==> config.mk <==
export PLATFORM = sky130hd
export DESIGN_NAME = power_rail_status_level_regs
export DESIGN_NICKNAME = d
export VERILOG_FILES = /design/src/rtl/power_rail_status_level_regs.v
export VERILOG_INCLUDE_DIRS = /design/src /design/src/rtl
export SDC_FILE = /design/constraint.sdc
export NUM_CORES = 1
export LEC_CHECK = 0
export BUFFER_PORTS_ARGS = -buffer_cell sky130_fd_sc_hd__buf_2
export CAP_MARGIN = 10
export CORE_MARGIN = 2
export CORE_UTILIZATION = 51
export CTS_CLUSTER_DIAMETER = 200
export DETAILED_ROUTE_END_ITERATION = 7
export MAX_ROUTING_LAYER = met4
export PLACE_DENSITY = 0.82
export SYNTH_ARGS = -nofsm -noshare
export SYNTH_HDL_FRONTEND = slang
export SYNTH_SLANG_ARGS = --single-unit
==> constraint.sdc <==
create_clock -name clk_i -period 4.9 [get_ports clk_i]
set_input_delay 0.49 -clock clk_i [delete_from_list [all_inputs] [get_ports clk_i]]
set_output_delay 0.49 -clock clk_i [all_outputs]
set_load 0.01 [all_outputs]
==> src/rtl/power_rail_defines.vh <==
// register offsets, field positions, field widths and the mask reset value for the power rail registers
`ifndef POWER_RAIL_DEFINES_VH
`define POWER_RAIL_DEFINES_VH

`define ADDR_W 8
`define OFF_SUPPLY_STATUS 8'h30
`define OFF_CORE_LEVEL 8'h34
`define OFF_PLL_LEVEL 8'h40
`define OFF_IRQ_STATUS 8'h44
`define OFF_IRQ_MASK 8'h48

`define BIT_OSC_STABLE 24
`define BIT_PLL_GOOD 19
`define BIT_CORE_GOOD 16
`define BIT_ANALOG_ILIM 9
`define BIT_CORE_ILIM 8
`define BIT_ANALOG_SOFT 1
`define BIT_CORE_SOFT 0

`define CORE_LEVEL_W 7
`define PLL_LEVEL_W 3

`define IRQ_W 7
`define IRQ_MASK_RESET 7'h00

`endif

==> src/rtl/power_rail_status_level_regs.v <==
// supply status, core and pll regulator level registers on classic wishbone
//
// Contract
// - status bit 24 reads 1 when the on-silicon oscillator is stable
// - status bit 19 reads 1 while the pll supply rail is good
// - status bit 16 reads 1 while the core supply rail is good
// - status bit 9 reads 1 while analog buck converter limits current
// - status bit 8 reads 1 while core buck converter limits current
// - status bit 1 reads 1 while analog buck converter is soft-starting
// - status bit 0 reads 1 while core buck converter is soft-starting
// - status register is read-only, live, with reserved bits
// - core level bits 6:0 read-write, 0.60V plus code times 10 mV
// - both level fields reset to values chosen by sampled strap pins
// - pll level bits 2:0 read-write, 0.6V plus code times 100 mV
// - core level bits 31:7 and pll level bits 31:3 reserved, read-only
`timescale 1ns/100ps
`include "power_rail_defines.vh"

module power_rail_status_level_regs #(
    parameter CORE_LEVEL_W = `CORE_LEVEL_W,
    parameter PLL_LEVEL_W = `PLL_LEVEL_W
) (
    // clock and reset
    input wire clk_i,
    input wire rst_i,
    // wishbone slave
    input wire cyc_i,
    input wire stb_i,
    input wire we_i,
    input wire [`ADDR_W-1:0] adr_i,
    input wire [3:0] sel_i,
    input wire [31:0] dat_i,
    output reg [31:0] dat_o,
    output reg ack_o,
    // live supply status from the analogue side, asynchronous
    input wire osc_stable_i,
    input wire pll_supply_rail_good_i,
    input wire core_supply_rail_good_i,
    input wire analog_buck_converter_ilim_i,
    input wire core_buck_converter_ilim_i,
    input wire analog_buck_converter_soft_i,
    input wire core_buck_converter_soft_i,
    // strap-selected reset levels, asynchronous
    input wire [CORE_LEVEL_W-1:0] core_level_strap_i,
    input wire [PLL_LEVEL_W-1:0] pll_level_strap_i,
    // level targets to the converters
    output wire [CORE_LEVEL_W-1:0] core_level_o,
    output wire [PLL_LEVEL_W-1:0] pll_level_o,
    // interrupt
    output wire irq_o
);

    // bit of each flag in the event, mask and synchroniser vectors
    localparam EV_CORE_SOFT = 0;
    localparam EV_ANALOG_SOFT = 1;
    localparam EV_CORE_ILIM = 2;
    localparam EV_ANALOG_ILIM = 3;
    localparam EV_CORE_GOOD = 4;
    localparam EV_PLL_GOOD = 5;
    localparam EV_OSC = 6;

    // registers
    reg [CORE_LEVEL_W-1:0] core_strap_meta_ff;
    reg [CORE_LEVEL_W-1:0] core_strap_sync_ff;
    reg [PLL_LEVEL_W-1:0] pll_strap_meta_ff;
    reg [PLL_LEVEL_W-1:0] pll_strap_sync_ff;
    reg [`IRQ_W-1:0] flags_prev_ff;
    reg [CORE_LEVEL_W-1:0] core_level_ff;
    reg [PLL_LEVEL_W-1:0] pll_level_ff;
    reg strap_pending_ff;
    reg [`IRQ_W-1:0] irq_status_ff;
    reg [`IRQ_W-1:0] irq_mask_ff;
    reg [31:0] nxt_dat;

    wire [`IRQ_W-1:0] flags;
    // combinational
    wire [`IRQ_W-1:0] flags_raw;
    wire [`IRQ_W-1:0] nxt_irq_status;
    wire [31:0] core_word;
    wire [31:0] pll_word;
    wire [31:0] irq_status_word;
    wire [31:0] irq_mask_word;
    wire [31:0] status_word;
    wire [`IRQ_W-1:0] flag_change;
    wire req;
    wire wr;
    wire rd_irq;
    wire rd;
    wire lane0_wr;
    wire hit_status;
    wire hit_core;
    wire hit_pll;
    wire hit_irq_status;
    wire hit_irq_mask;
    wire wr_core;
    wire wr_pll;
    wire wr_mask;

    // flags in event bit order, oscillator at the top
    assign flags_raw = {osc_stable_i,
                        pll_supply_rail_good_i,
                        core_supply_rail_good_i,
                        analog_buck_converter_ilim_i,
                        core_buck_converter_ilim_i,
                        analog_buck_converter_soft_i,
                        core_buck_converter_soft_i};

    // two flip-flops per asynchronous flag; only the second is read
    genvar f;
    generate
        for (f = 0; f < `IRQ_W; f = f + 1) begin : g_flag_sync
            reg meta_ff;
            reg sync_ff;
            always @(posedge clk_i) begin
                meta_ff <= flags_raw[f];
                sync_ff <= meta_ff;
            end
            assign flags[f] = sync_ff;
        end
    endgenerate

    // straps are static but still cross into this clock domain
    always @(posedge clk_i) begin
        core_strap_meta_ff <= core_level_strap_i;
        core_strap_sync_ff <= core_strap_meta_ff;
        pll_strap_meta_ff <= pll_level_strap_i;
        pll_strap_sync_ff <= pll_strap_meta_ff;
    end

    // live status word; each flag sits at its own bit and every
    // reserved bit is tied to zero
    genvar b;
    generate
        for (b = 0; b < 32; b = b + 1) begin : g_status
            if (b == `BIT_OSC_STABLE) begin : g_osc
                assign status_word[b] = flags[EV_OSC];
            end else if (b == `BIT_PLL_GOOD) begin : g_pll_good
                assign status_word[b] = flags[EV_PLL_GOOD];
            end else if (b == `BIT_CORE_GOOD) begin : g_core_good
                assign status_word[b] = flags[EV_CORE_GOOD];
            end else if (b == `BIT_ANALOG_ILIM) begin : g_analog_ilim
                assign status_word[b] = flags[EV_ANALOG_ILIM];
            end else if (b == `BIT_CORE_ILIM) begin : g_core_ilim
                assign status_word[b] = flags[EV_CORE_ILIM];
            end else if (b == `BIT_ANALOG_SOFT) begin : g_analog_soft
                assign status_word[b] = flags[EV_ANALOG_SOFT];
            end else if (b == `BIT_CORE_SOFT) begin : g_core_soft
                assign status_word[b] = flags[EV_CORE_SOFT];
            end else begin : g_reserved
                assign status_word[b] = 1'b0;
            end
        end
    endgenerate

    // a request is taken while ack is low; the ack then blocks a repeat
    assign req = cyc_i & stb_i & ~ack_o;
    assign rd = req & ~we_i;
    assign wr = req & we_i;
    // every writable field sits in byte lane 0
    assign lane0_wr = wr & sel_i[0];

    // address decode
    assign hit_status = (adr_i == `OFF_SUPPLY_STATUS);
    assign hit_core = (adr_i == `OFF_CORE_LEVEL);
    assign hit_pll = (adr_i == `OFF_PLL_LEVEL);
    assign hit_irq_status = (adr_i == `OFF_IRQ_STATUS);
    assign hit_irq_mask = (adr_i == `OFF_IRQ_MASK);

    // only the level and mask registers take writes
    // reading the event register clears it
    assign rd_irq = rd & hit_irq_status;
    assign wr_core = lane0_wr & hit_core;
    assign wr_pll = lane0_wr & hit_pll;
    assign wr_mask = lane0_wr & hit_irq_mask;

    // read words, upper bits of each zero
    assign core_word = {{(32-CORE_LEVEL_W){1'b0}}, core_level_ff};
    assign pll_word = {{(32-PLL_LEVEL_W){1'b0}}, pll_level_ff};
    assign irq_status_word = {{(32-`IRQ_W){1'b0}}, irq_status_ff};
    assign irq_mask_word = {{(32-`IRQ_W){1'b0}}, irq_mask_ff};

    // ack answers every taken request one edge later, for one cycle
    always @(posedge clk_i) begin
        if (rst_i) begin
            ack_o <= 1'b0;
        end else begin
            ack_o <= req;
        end
    end

    // read data stands with the ack and is zero otherwise
    always @(posedge clk_i) begin
        if (rst_i) begin
            dat_o <= 32'h0000_0000;
        end else begin
            dat_o <= nxt_dat;
        end
    end

    // read mux; unmapped offsets and writes read zero
    always @* begin
        nxt_dat = 32'h0000_0000;
        if (rd) begin
            if (hit_status) begin
                nxt_dat = status_word;
            end else if (hit_core) begin
                nxt_dat = core_word;
            end else if (hit_pll) begin
                nxt_dat = pll_word;
            end else if (hit_irq_status) begin
                nxt_dat = irq_status_word;
            end else if (hit_irq_mask) begin
                nxt_dat = irq_mask_word;
            end else begin
                nxt_dat = 32'h0000_0000;
            end
        end
    end

    // straps are taken once, on the first edge after reset, when the
    // synchroniser has long settled
    always @(posedge clk_i) begin
        if (rst_i) begin
            strap_pending_ff <= 1'b1;
        end else begin
            strap_pending_ff <= 1'b0;
        end
    end

    // core level; a write in the strap-load cycle loses to the strap
    always @(posedge clk_i) begin
        if (rst_i) begin
            core_level_ff <= {CORE_LEVEL_W{1'b0}};
        end else if (strap_pending_ff) begin
            core_level_ff <= core_strap_sync_ff;
        end else if (wr_core) begin
            core_level_ff <= dat_i[CORE_LEVEL_W-1:0];
        end
    end

    // pll regulator level, same scheme
    always @(posedge clk_i) begin
        if (rst_i) begin
            pll_level_ff <= {PLL_LEVEL_W{1'b0}};
        end else if (strap_pending_ff) begin
            pll_level_ff <= pll_strap_sync_ff;
        end else if (wr_pll) begin
            pll_level_ff <= dat_i[PLL_LEVEL_W-1:0];
        end
    end

    assign core_level_o = core_level_ff;
    assign pll_level_o = pll_level_ff;

    // previous sample of each synchronised flag, for edge detection
    always @(posedge clk_i) begin
        if (rst_i) begin
            flags_prev_ff <= {`IRQ_W{1'b0}};
        end else begin
            flags_prev_ff <= flags;
        end
    end

    // any edge of a synchronised flag is an event
    genvar e;
    generate
        for (e = 0; e < `IRQ_W; e = e + 1) begin : g_event
            wire rise;
            wire fall;
            wire set;
            wire keep;
            assign rise = flags[e] & ~flags_prev_ff[e];
            assign fall = ~flags[e] & flags_prev_ff[e];
            assign flag_change[e] = rise | fall;
            // nothing is logged in the strap-load cycle after reset
            assign set = flag_change[e] & ~strap_pending_ff;
            // a read clears the bit, but an event in that cycle wins
            assign keep = irq_status_ff[e] & ~rd_irq;
            assign nxt_irq_status[e] = set | keep;
        end
    endgenerate

    // sticky event bits
    always @(posedge clk_i) begin
        if (rst_i) begin
            irq_status_ff <= {`IRQ_W{1'b0}};
        end else begin
            irq_status_ff <= nxt_irq_status;
        end
    end

    // event mask, same layout as the event bits
    always @(posedge clk_i) begin
        if (rst_i) begin
            irq_mask_ff <= `IRQ_MASK_RESET;
        end else if (wr_mask) begin
            irq_mask_ff <= dat_i[`IRQ_W-1:0];
        end
    end

    // level interrupt while any unmasked event is pending
    assign irq_o = |(irq_status_ff & irq_mask_ff);

endmodule

==> summary.txt <==
STA
  – Pins Over Slew Limit: 0
  – Tcrit/Tclk final: 41.3%
  – Setup tns final: 0 ps
  – Fin Clk Skew: 7.29 ps
  – Setup WS post-layout: 2880 ps
  – Slew headroom: 55.7%
  – Slew @ Worst Pin: 660 ps
  – WHS: 240 ps
  – Min cycle time layout: 2020 ps
  – Final hold vios: 0
  – Unrepaired setup endpoints after global routing: no
  – Achievable frequency: 494 MHz
  – Final setup viols: 0

Clock network
  – Clk slew on worst S/H paths: 80 ps
  – CTS Buf Count: 9
  – CTS Sinks: 79
  – Clock latency on the worst-skew pair: 340 ps
  – Root Driver: clkbuf_8
  – CTS tree: done
  – CTS H-tree depth: 3
  – Post-CTS sizing: 0
  – Maximum clock path buffer count: 2
  – # hold bufs at CTS: 0
  – Post CTS Setup Buffer Count: 0

Placement
  – Dpl hpwl: 3820 um
  – Port Buffers: 61
  – GPL Wtd Cong: 0.845
  – Place WS: 2490 ps

Drt
  – Wl on met1: 2270 um
  – Routed length per instance: 13.5 um
  – Starting DRT DRC Count: 93
  – Drt total wl: 5250 um
  – Routed wl met2: 2550 um
  – DR pass1 iterations: 5
  – Vias after detailed routing: 1,922
  – Met3 WL: 377 um
  – Top sig layer: met4
  – Vias per std cell: 4.93
  – Routed Antenna Nets: 0
  – Final routed DRC violation total: 0

Critical path
  – Worst r2r path cells: 4
  – Arrival time worst endpoint: 2230 ps
  – Critical-path maximum fanout: 14
  – Crit path kind: flop to flop
  – CP startpoint kind: flop
  – Crit. End Element: flop
  – Worst EP required: 5110 ps
  – R2r setup slk: 2880 ps

Yosys
  – Synth Warn #: 0
  – Unique masters post-synth: 42
  – Netlist Area Pre-Place: 2770 um2
  – Synth Flop Type: dfxtp_1
  – Post-Syn Area per Cell: 11.0 um2
  – Post-Synthesis Cells: 252
  – Post-synth EDFFs: 0
  – Synth Register Bits: 79
  – Ys async rst share: 0%
  – Post-synthesis sequential area ratio: 57.0%

Pwr
  – Leakage: 1.42 nW
  – Total power draw: 0.00133 W
  – Power per cell area: 404 nW/um2
  – Max rail drop VDD: 243 uV

GRT
  – Global route total overflow: 0
  – Initial antenna violation count: 0
  – Largest net degree at the start of global routing: 35
  – Vias in the first global route: 1,824
  – First-pass GRT wire length: 8520 um
  – GRT Total Usage: 19.0%

Outcome
  – Status: finished clean

Job
  – Max Cap Viol: 0

Finish
  – Area Growth Syn to Fin: 18.5%
  – Post-layout util: 63.5%
  – Multi-input gate area: 1060 um2
  – Seq. cell area: 1580 um2
  – Nets: 381
  – Share of post-route cells with drive strength above 1: 27.2%
  – Antenna diodes: 0
  – Fill count: 441

Floorplan
  – Initial Utilization: 53.6%
  – Die height: 77.7 um
  – Ports: 110
  – Die W: 77.7 um
  – FP Rows: 26
  – Core area: 5170 um2
  – Die area: 6040 um2

Worst hold path
  – Hold Path Class: input port to flop
  – Worst hold path stage count: 1
-- metal layers --
| layer | track usage, % | vias up |
|---|---|---|
| met5 | - | - |
| met1 | 22.2 | 885 |
| met3 | 7.21 | 4 |
| met4 | 6.96 | 0 |
| met2 | 29.7 | 67 |
| li1 | - | 966 |
-- flip-flops by register name, summed over array words and instances, names as in the netlist --
name and cells:
core_strap_sync_ff 7, irq_status_ff 7, core_strap_meta_ff 7, ack_o 1, irq_mask_ff 7, dat_o 12, flags_prev_ff 7, g_flag_sync.meta_ff 7
pll_level_o 3, g_flag_sync.sync_ff 7, strap_pending_ff 1, core_level_o 7, pll_strap_sync_ff 3, pll_strap_meta_ff 3
-- final cells by class --
| class | instances | share of cell area (%) |
|---|---|---|
| Clock inverter | 5 | 2.67 |
| Tap cell | 70 | 2.67 |
| Multi-Input combinational cell | 160 | 32.2 |
| Clock buffer | 11 | 4.61 |
| Inverter | 4 | 0.457 |
| Timing Repair Buffer | 61 | 9.29 |
| Sequential cell | 79 | 48.1 |
-- synthesized netlist by cell type, types with 2 or more instances --
cell type,n,area share [%]
or4b_1,3,1.1
nor3_1,8,1.4
a211oi_1,7,1.9
buf_4,20,5.4
a22oi_1,13,3.5
a22o_1,4,1.3
nor2b_1,17,3.8
o31ai_1,2,0.54
mux2i_1,12,4.3
nand3b_1,2,0.54
nand3_1,2,0.36
a21oi_1,2,0.36
clkbuf_1,5,0.68
o41a_1,2,0.81
inv_1,3,0.41
nand2_1,3,0.41
xor2_1,7,2.2
mux2_2,5,2.0
nand2b_1,2,0.45
buf_2,2,0.36
dfxtp_1,79,57
nor2_1,28,3.8
and2_1,5,1.1
-- through the flow --
step | area, um2 | instances
final | 3290 | 390
after global placement | 3050 | 374
after detailed placement | 3050 | 374
after global routing | 3290 | 390
after CTS | 3290 | 390
after floorplan | 2840 | 271
-- cells by family (layout without fill, tap and decap cells) --
family	count (synthesis)	after routing	synth area share, %
DFF	79	79	57.0
xor gates and xnor gates	7	7	2.21
muxes	17	17	6.36
and+or+nand+nor	78	78	16.0
AOI/OAI and AO/OA	38	38	10.8
buffers and inverters	32	81	7.40
other	1	20	0.135
-- worst max-delay path, stage by stage, from the launching register on --
cell and delay (ps):
dfxtp_1 680, clkinv_1 440, o41a_1 400, a211oi_1 290
nor3_1 80
-- where the power goes --
| group | leakage, nW | internal, W | switching (W) |
|---|---|---|---|
| Combinational | 0.646 | 0.0000378 | 0.0000468 |
| Clock | 0.118 | 0.000320 | 0.000232 |
| Sequential | 0.656 | 0.000671 | 0.0000185 |
-- cells in the final DEF (no fill, tap or decap), types with 2 or more instances in the layout --
| cell type | netlist | routed |
|---|---|---|
| dfxtp_1 | 79 | 79 |
| buf_2 | 2 | 61 |
| nor2_1 | 28 | 28 |
| conb_1 | 1 | 20 |
| nor2b_1 | 17 | 17 |
| a22oi_1 | 13 | 13 |
| mux2i_1 | 12 | 12 |
| clkbuf_8 | 0 | 11 |
| nor3_1 | 8 | 8 |
| a211oi_1 | 7 | 7 |
| xor2_1 | 7 | 7 |
| and2_1 | 5 | 5 |
| mux2_2 | 5 | 5 |
| a22o_1 | 4 | 4 |
| nand2_1 | 3 | 3 |
| or4b_1 | 3 | 3 |
| inv_1 | 3 | 3 |
| nand3_1 | 2 | 2 |
| nand3b_1 | 2 | 2 |
| nand2b_1 | 2 | 2 |
| o31ai_1 | 2 | 2 |
| a21oi_1 | 2 | 2 |
| o41a_1 | 2 | 2 |
| bufinv_16 | 0 | 2 |
-- path summary, 6_finish.rpt --
kind	from	end
min	core_level_strap_i[4]	core_strap_meta_ff[4]
max reg2reg	strap_pending_ff	core_level_o[1]
max	strap_pending_ff	core_level_o[1]
min reg2reg	g_flag_sync[1].meta_ff	g_flag_sync[1].sync_ff
Power figures use the tool's default switching activity.
